===== src/hdl/adcpp_map.svh =====
// Offsets-free constant map: field positions, widths and timing counts
`ifndef ADCPP_MAP_SVH
`define ADCPP_MAP_SVH
`define ADCPP_DATA_W        12
`define ADCPP_CTRL_W        12
`define ADCPP_CHID_W        2
`define ADCPP_CONV_EDGES    13
`define ADCPP_EXTRA_NS      100
`define ADCPP_CLK_NS        100
`define ADCPP_EXTRA_CYC     ((`ADCPP_EXTRA_NS + `ADCPP_CLK_NS - 1) / `ADCPP_CLK_NS)
`define ADCPP_FIFO_DEPTH    32
`define ADCPP_FIFO_W        14
`define ADCPP_CTRL_RST      12'h000
`define ADCPP_ID_LO         4
`define ADCPP_ID_HI         5
`define ADCPP_PWR_AUTO      2'h1
`endif


===== src/hdl/adcpp_pkg.sv =====
// Types of the conversion port
`include "adcpp_map.svh"
package adcpp_pkg;
   typedef enum logic [1:0] {
      ADCPP_IDLE,
      ADCPP_CONV,
      ADCPP_EXTRA,
      ADCPP_LOAD
   } adcpp_conv_t;
   typedef logic [`ADCPP_DATA_W-1:0] adcpp_word_t;
endpackage


===== src/hdl/adcpp_port.sv =====
// Conversion control and parallel host port
// Functional notes
// Word select high: 12-bit words on data lines 0 to 11.
// Word select low: bytes on lines 0-7, line 8 is high-byte enable.
// Byte mode, enable low: low eight bits on lines 0 to 7.
// Byte mode, enable high: upper four bits on lines 0 to 3.
// High-byte read carries two-bit channel ID on bits 4 and 5.
// High-byte read drives bits 6 and 7 to zero.
// Host writes zeros to bits 4 to 7 of the high byte.
// Busy rises after start falling edge, stays high through conversion.
// Busy falls only after the result is in the output register.
// Track resumes on thirteenth master clock rising edge, before busy falls.
// Conversion lasts thirteen master clock cycles plus fixed extra delay.
// Master clock may be continuous or burst; both convert correctly.
// Start falling edge puts track-and-hold in hold, starts conversion.
// Start rising edge wakes device from auto power-down.
// Write strobe with chip select loads the control register.
// Read falling edge with chip select drives result on the bus.
// Data lines are bidirectional three-state under select and strobes.
// Lines 9 to 11 used only in word mode.
// Host holds chip select for every strobe.
// Lines released and strobes ignored without chip select or read.
// Byte mode needs two transfers per word, low then high.
`include "adcpp_map.svh"
module adcpp_port
   import adcpp_pkg::*;
(
   input  wire logic                       clk,
   input  wire logic                       rst_n,
   input  wire logic                       master_clock_in,
   input  wire logic                       conversion_start_n,
   input  wire logic                       chip_select_n,
   input  wire logic                       read_n,
   input  wire logic                       write_n,
   input  wire logic                       word_select,
   input  wire logic [`ADCPP_DATA_W-1:0]   data_in,
   output logic      [`ADCPP_DATA_W-1:0]   data_out,
   output logic      [`ADCPP_DATA_W-1:0]   data_oe,
   output logic                            busy,
   output logic                            track_hold,
   output logic                            powered_up,
   output logic      [`ADCPP_CTRL_W-1:0]   control_word,
   input  wire logic [`ADCPP_DATA_W-1:0]   sample_code,
   input  wire logic [`ADCPP_CHID_W-1:0]   sample_channel,
   input  wire logic [1:0]                 power_mode,
   output logic                            result_valid,
   input  wire logic                       result_ready,
   output logic      [`ADCPP_FIFO_W-1:0]   result_data
);
   localparam int NS = 8;
   // Two-flop synchronisers for every pin input
   logic [NS-1:0] s1_q, s2_q, s3_q;
   logic [NS-1:0] pin_raw;
   logic [`ADCPP_DATA_W-1:0] din1_q, din2_q;
   assign pin_raw = {master_clock_in, conversion_start_n, chip_select_n, read_n, write_n,
                     word_select, data_in[8], 1'b0};

   always_ff @(posedge clk or negedge rst_n) begin
      if (!rst_n) begin
         s1_q   <= 8'h7c;
         s2_q   <= 8'h7c;
         s3_q   <= 8'h7c;
         din1_q <= 12'h000;
         din2_q <= 12'h000;
      end else begin
         s1_q   <= pin_raw;
         s2_q   <= s1_q;
         s3_q   <= s2_q;
         din1_q <= data_in;
         din2_q <= din1_q;
      end
   end

   logic mclk_s, cst_s, cs_s, rd_s, wr_s, wsel_s, high_byte_enable_s;
   logic mclk_rise, cst_fall, cst_rise, rd_fall, wr_rise;
   assign mclk_s    = s2_q[7];
   assign cst_s     = s2_q[6];
   assign cs_s      = s2_q[5];
   assign rd_s      = s2_q[4];
   assign wr_s      = s2_q[3];
   assign wsel_s    = s2_q[2];
   // byte-mode enable
   assign high_byte_enable_s    = ~wsel_s & s2_q[1];
   // edge-driven, burst safe
   assign mclk_rise = s2_q[7] & ~s3_q[7];
   assign cst_fall  = ~s2_q[6] & s3_q[6];
   assign cst_rise  = s2_q[6] & ~s3_q[6];
   assign rd_fall   = ~s2_q[4] & s3_q[4];
   assign wr_rise   = s2_q[3] & ~s3_q[3];

   // Conversion sequencer
   adcpp_conv_t st_q, st_d;
   logic [3:0]  edge_q, edge_d;
   logic [3:0]  ext_q, ext_d;
   logic        busy_q, busy_d, hold_q, hold_d, pwr_q, pwr_d;
   logic [`ADCPP_DATA_W-1:0] res_q, res_d;
   logic [`ADCPP_CHID_W-1:0] rid_q, rid_d;
   logic        push;
   logic        fifo_ready;

   always_comb begin
      st_d   = st_q;
      edge_d = edge_q;
      ext_d  = ext_q;
      busy_d = busy_q;
      hold_d = hold_q;
      pwr_d  = pwr_q;
      res_d  = res_q;
      rid_d  = rid_q;
      push   = 1'b0;
      case (st_q)
         ADCPP_IDLE: begin
            // hold and start
            if (cst_fall && pwr_q) begin
               st_d   = ADCPP_CONV;
               hold_d = 1'b1;
               // busy rises
               busy_d = 1'b1;
               edge_d = 4'h0;
            end
         end
         ADCPP_CONV: begin
            // thirteen clock edges
            if (mclk_rise) begin
               edge_d = edge_q + 4'h1;
               if (edge_q == 4'(`ADCPP_CONV_EDGES - 1)) begin
                  // back to track
                  hold_d = 1'b0;
                  ext_d  = 4'h0;
                  st_d   = ADCPP_EXTRA;
               end
            end
         end
         ADCPP_EXTRA: begin
            // fixed extra delay
            ext_d = ext_q + 4'h1;
            if (ext_q == 4'(`ADCPP_EXTRA_CYC - 1)) begin
               st_d = ADCPP_LOAD;
            end
         end
         ADCPP_LOAD: begin
            // Waits on the FIFO so no result is dropped
            if (fifo_ready) begin
               res_d  = sample_code;
               rid_d  = sample_channel;
               push   = 1'b1;
               // busy falls after load
               busy_d = 1'b0;
               if (power_mode == `ADCPP_PWR_AUTO) begin
                  pwr_d = 1'b0;
               end
               st_d = ADCPP_IDLE;
            end
         end
         default: st_d = ADCPP_IDLE;
      endcase
      // wake on start rising, wins over sleep
      if (cst_rise && power_mode == `ADCPP_PWR_AUTO) begin
         pwr_d = 1'b1;
      end
   end

   always_ff @(posedge clk or negedge rst_n) begin
      if (!rst_n) begin
         st_q   <= ADCPP_IDLE;
         edge_q <= 4'h0;
         ext_q  <= 4'h0;
         busy_q <= 1'b0;
         hold_q <= 1'b0;
         pwr_q  <= 1'b1;
         res_q  <= 12'h000;
         rid_q  <= 2'h0;
      end else begin
         st_q   <= st_d;
         edge_q <= edge_d;
         ext_q  <= ext_d;
         busy_q <= busy_d;
         hold_q <= hold_d;
         pwr_q  <= pwr_d;
         res_q  <= res_d;
         rid_q  <= rid_d;
      end
   end

   // Host bus
   logic [`ADCPP_CTRL_W-1:0] ctl_q, ctl_d;
   logic [`ADCPP_DATA_W-1:0] dout_q, dout_d, doe_q, doe_d;
   logic                     rd_act;
   assign rd_act = ~cs_s & ~rd_s;

   always_comb begin
      ctl_d  = ctl_q;
      dout_d = dout_q;
      doe_d  = 12'h000;
      // write capture
      if (wr_rise && !cs_s) begin
         if (wsel_s) begin
            // full word write
            ctl_d = din2_q;
         end else if (high_byte_enable_s) begin
            // upper four bits, R07 host zeros ignored
            ctl_d[11:8] = din2_q[3:0];
         end else begin
            // low byte
            ctl_d[7:0] = din2_q[7:0];
         end
      end
      // result on bus
      if (rd_act) begin
         if (rd_fall) begin
            if (wsel_s) begin
               dout_d = res_q;
            end else if (high_byte_enable_s) begin
               // channel ID, R06 top zeros
               dout_d = {4'h0, 2'h0, rid_q, res_q[11:8]};
            end else begin
               dout_d = {4'h0, res_q[7:0]};
            end
         end
         // drive only used lanes
         doe_d = wsel_s ? 12'hfff : 12'h0ff;
      end
      // released otherwise
   end

   always_ff @(posedge clk or negedge rst_n) begin
      if (!rst_n) begin
         ctl_q  <= `ADCPP_CTRL_RST;
         dout_q <= 12'h000;
         doe_q  <= 12'h000;
      end else begin
         ctl_q  <= ctl_d;
         dout_q <= dout_d;
         doe_q  <= doe_d;
      end
   end

   logic fv;
   logic [`ADCPP_FIFO_W-1:0] fd;
   logic [`ADCPP_FIFO_W-1:0] rdat_q;
   logic                     rval_q;
   logic                     take;
   assign take = fv & (~rval_q | result_ready);

   adcpp_fifo #(
      .WIDTH (`ADCPP_FIFO_W),
      .DEPTH (`ADCPP_FIFO_DEPTH)
   ) u_fifo (
      .clk       (clk),
      .rst_n     (rst_n),
      .in_valid  (push),
      .in_ready  (fifo_ready),
      .in_data   ({sample_channel, sample_code}),
      .out_valid (fv),
      .out_ready (take),
      .out_data  (fd)
   );

   always_ff @(posedge clk or negedge rst_n) begin
      if (!rst_n) begin
         rval_q <= 1'b0;
         rdat_q <= 14'h0000;
      end else begin
         if (take) begin
            rval_q <= 1'b1;
            rdat_q <= fd;
         end else if (result_ready) begin
            rval_q <= 1'b0;
         end
      end
   end

   assign data_out     = dout_q;
   assign data_oe      = doe_q;
   assign busy         = busy_q;
   assign track_hold   = hold_q;
   assign powered_up   = pwr_q;
   assign control_word = ctl_q;
   assign result_valid = rval_q;
   assign result_data  = rdat_q;
endmodule


===== src/hdl/adcpp_fifo.sv =====
// Parameterised valid/ready FIFO of flip-flops
module adcpp_fifo #(
   parameter int WIDTH = 14,
   parameter int DEPTH = 32
) (
   input  wire logic             clk,
   input  wire logic             rst_n,
   input  wire logic             in_valid,
   output logic                  in_ready,
   input  wire logic [WIDTH-1:0] in_data,
   output logic                  out_valid,
   input  wire logic             out_ready,
   output logic      [WIDTH-1:0] out_data
);
   localparam int AW = $clog2(DEPTH);
   logic [WIDTH-1:0] mem_q [DEPTH];
   logic [AW-1:0]    wp_q, wp_d, rp_q, rp_d;
   logic [AW:0]      cnt_q, cnt_d;
   logic             push, pop;

   assign in_ready  = (cnt_q != (AW+1)'(DEPTH));
   assign out_valid = (cnt_q != '0);
   assign out_data  = mem_q[rp_q];
   assign push      = in_valid & in_ready;
   assign pop       = out_valid & out_ready;

   always_comb begin
      wp_d  = push ? wp_q + 1'b1 : wp_q;
      rp_d  = pop ? rp_q + 1'b1 : rp_q;
      cnt_d = cnt_q + {{AW{1'b0}}, push} - {{AW{1'b0}}, pop};
   end

   always_ff @(posedge clk or negedge rst_n) begin
      if (!rst_n) begin
         wp_q  <= '0;
         rp_q  <= '0;
         cnt_q <= '0;
      end else begin
         wp_q  <= wp_d;
         rp_q  <= rp_d;
         cnt_q <= cnt_d;
      end
   end

   genvar i;
   generate
      for (i = 0; i < DEPTH; i++) begin : g_mem
         always_ff @(posedge clk) begin
            if (push && wp_q == AW'(i)) begin
               mem_q[i] <= in_data;
            end
         end
      end
   endgenerate
endmodule


===== config.mk =====
export PLATFORM = sky130hd
export DESIGN_NAME = adcpp_port
export DESIGN_NICKNAME = d
export VERILOG_FILES = /design/src/hdl/adcpp_pkg.sv /design/src/hdl/adcpp_port.sv /design/src/hdl/adcpp_fifo.sv
export VERILOG_INCLUDE_DIRS = /design/src /design/src/hdl
export SDC_FILE = /design/constraint.sdc
export NUM_CORES = 1
export LEC_CHECK = 0
export BUFFER_PORTS_ARGS = -buffer_cell sky130_fd_sc_hd__buf_2
export CORE_MARGIN = 2
export CORE_UTILIZATION = 53
export CTS_CLUSTER_DIAMETER = 200
export DETAILED_ROUTE_END_ITERATION = 12
export GPL_ROUTABILITY_DRIVEN = 1
export GPL_TIMING_DRIVEN = 0
export PLACE_DENSITY = 0.77
export SLEW_MARGIN = 5
export SYNTH_ARGS = -nofsm -noshare
export SYNTH_HDL_FRONTEND = slang
export SYNTH_SLANG_ARGS = --single-unit
export TNS_END_PERCENT = 30

===== constraint.sdc =====
create_clock -name clk -period 7.9 [get_ports clk]
set_input_delay 0.395 -clock clk [delete_from_list [all_inputs] [get_ports clk]]
set_output_delay 0.395 -clock clk [all_outputs]
set_load 0.1 [all_outputs]

==> metrics <==
CP Capture Type flop; Rows 75; Clock Pin Slew Worst Setup and Hold Paths around 0.06 ns; CTS sink count between 500 and 600; Root Driver clkbuf_16; # fillers 2923; Critical Path, Cell by Cell inv_1 > ha_1 > nor4bb_1 > nor2_1 > clkbuf_1 > clkbuf_1 > ha_1 > inv_1 > ha_1 > inv_1 > fa_1 > inv_1 > a21oi_1 > o21bai_1 > xor2_1; Final Skew 0.02394 ns; clock buffer depth 3; hold slack between 0.05 and 0.06 ns; Worst Hold Path EP powered_up; sequential fraction of the synthesis area between 70% and 80%; syn nets 1325; Critical Path Source Type flop; Max Clk Rate roughly 0.25 GHz; Nets 1491; antenna cells 0; vias in the first global route 12.04k; CP most frequent cell inv_1; Reg2Reg Setup Slack 3.94 ns; Slowest-stage cell, CP nor4bb_1; post-layout min period slightly below 4 ns; Core ar. 0.04167 mm²; Max stage delay on crit path 0.82 ns; Initial Util 53.34%; Overall Power 9.443 mW; Via density 5.940; Antenna Nets Post-Route 0; worst r2r src u_fifo.cnt_q[4]; port buffer count 90; DRC errors left 0; die height between 200 and 250 µm; highest ir drop seen on vdd ~250 µV; H-Tree Depth 2; Final HPWL DP 30830 µm; CTS buffer count 53; Die Width about 210 µm; via total after detailed routing 11.96k; Worst R2R End u_fifo.cnt_q[4]; post-CTS setup buffer count 0; Power Dens Cells 370.2 mW/mm²; max_cap viols 0; Distinct cells, synth 56; Async SR Flop Fraction 21.68%; routability cong. approximately 0.87; slew at the pin with the worst max-slew slack 1.373 ns; total routed wirelength just under 50000 µm; post-route clock period utilization 50.10%; router iterations before antenna repair 6; status completed; most frequent cells in the layout 448 x edfxtp_1, 110 x dfrtp_1, 109 x nand2_1; DR iter-0 viols 1173; CTS tree done; wire length per cell 24.29 µm; commonest non-fill, non-tap cell in the layout edfxtp_1; first-pass GRT wire length 73710 µm; largest net degree at the start of global routing between 70 and 80; I/O Pins 91; Main synth FF type edfxtp_1; Post-Syn Area about 0.022 mm²; HP Start power_mode[1]; Post-Synthesis Cells 1263; P&R area growth vs syn 14.79%; full die area between 0.04 and 0.05 mm²; crit path max fanout 10; Final WS setup 3.942 ns; Syn Area/Cell 17.60 µm²; Static Leak 9.267 nW; initial antenna violation count 1; total grt overflow 0; GRT Total Usage 22.80%; Slew Viols, Final 0; Final setup viols 0; worst rel slew slack 8.146%; later-pin clock latency in the skew report roughly 0.6 ns; hold path depth 3; flip-flop and latch count after synthesis approximately 570; unrepaired setup endpoints after global routing no; worst path required time around 8.4 ns; Hold WC Path Type input pin to flop; WP data arrival 4.48 ns; TNS Setup 0 ns; Post-synth EDFFs approximately 450; Yosys warning total 0; R2R depth 15; share of cells above drive strength 1 23.34%; worst setup path class flop to flop; DP Worst Slack roughly 4.0 ns; final hold vios 0; post-cts sizing count 0
## metal layers
layer | share of wire [%] | vias to the layer above | wire length [µm] | GRT usage, %
met1 | 40 | 6100 | 19710 | 31.39
met4 | 3.2 | 2 | 1582 | 8.350
li1 | - | 5218 | - | -
met5 | 0.014 | - | 7 | 0
met3 | 8.4 | 93 | 4113 | 4.584
met2 | 48 | 544 | 23480 | 36.60
## cell families after synthesis
family	after synthesis	share of synthesized area, %
AO/OA/AOI/OAI	175	5.315
XOR/XNOR	10	0.3941
adder cells (fa/ha/maj)	25	1.441
buffers and inverters	96	2.286
flip-flops	572	74.58
multiplexers	172	11.74
AND/OR/NAND/NOR	213	4.240
## critical path, delay by kind of cell, from the launching register on
kind,cells,cell delay [ns]
fa+ha+maj,4,1.16
simple gates,2,0.99
buf+inv,6,0.98
flops,1,0.35
compound gates,2,0.24
xor+xnor,1,0.16
## timing repair
action                                  in CTS  in global routing
endpoints found under the hold margin       59                  0
endpoints found under the setup margin       0                  0
hold buffers                                19                  0
## registers in the layout (all words and copies together), names as in the netlist, 2 cells and up
register,cells
control_word,12
data_oe,2
data_out,12
din1_q,12
din2_q,12
edge_q,4
ext_q,4
res_q,12
result_data,14
rid_q,2
s1_q,6
s2_q,6
s3_q,4
st_q,2
u_fifo.cnt_q,6
u_fifo.mem_q,448
u_fifo.rp_q,5
u_fifo.wp_q,5
## cell usage after synthesis (2+ instances only)
library cell,instances,area (µm²)
clkbuf_1,28,105.1
mux2i_1,92,920.9
a21o_1,19,142.6
a31oi_1,4,25.02
nor4bb_1,2,20.02
nand4_1,3,18.77
inv_1,25,93.84
o21ai_0,31,155.2
nand3b_1,6,45.04
ha_1,24,300.3
nor2_1,55,206.5
a21oi_1,16,80.08
a22oi_1,3,22.52
a22o_1,5,43.79
dfrtp_1,110,2753
buf_1,3,11.26
mux2_2,10,112.6
a211oi_1,30,225.2
edfxtp_1,448,13450
buf_4,20,150.1
buf_6,8,90.09
o22ai_1,42,262.8
a221oi_1,13,113.9
nand3_1,8,40.04
nand2_1,109,409.1
xor2_1,3,26.28
nand2b_1,8,50.05
nor2b_1,8,50.05
mux4_2,70,1577
a21bo_2,2,20.02
dfstp_2,14,367.9
and2_1,5,31.28
clkinv_1,2,7.510
xnor2_1,7,61.31
buf_2,9,45.04
## metrics by stage
step	cell area (µm²)	util (%)	std cells
floorplan	22220	-	1263
CTS	25470	61.12	2012
finish	25510	61.22	2013
detailed placement	23400	56.17	1893
global placement	23350	56.04	1892
global route	25510	61.22	2013
## area by class of cell
class | count | area, µm² | area share [%]
Sequential cell | 572 | 16570 | 64.97
Multi-Input combinational cell | 595 | 5199 | 20.38
Clock buffer | 68 | 1489 | 5.837
Timing Repair Buffer | 111 | 681.9 | 2.673
Tap cell | 539 | 674.4 | 2.644
Buffer | 69 | 406.6 | 1.594
Clock inverter | 32 | 382.9 | 1.501
Inverter | 27 | 101.3 | 0.3973
## worst max-delay path by stage
| stage | startpoint | end | slack [ns] | cells past startpoint |
|---|---|---|---|---|
| floorplan | result_valid | u_fifo.cnt_q[4] | 4.74 | 13 |
| global placement | u_fifo.cnt_q[4] | u_fifo.cnt_q[4] | 4.05 | 15 |
| detailed placement | u_fifo.cnt_q[4] | u_fifo.cnt_q[4] | 3.99 | 15 |
| CTS | u_fifo.cnt_q[4] | u_fifo.cnt_q[4] | 3.97 | 15 |
| global route | u_fifo.cnt_q[4] | u_fifo.cnt_q[4] | 3.71 | 15 |
| finish | u_fifo.cnt_q[4] | u_fifo.cnt_q[4] | 3.94 | 15 |
## power breakdown
group	internal, mW	switching [mW]
clock	1.60	1.09
combinational	1.02	2.03
sequential	3.53	0.178
Power figures use the tool's default switching activity.
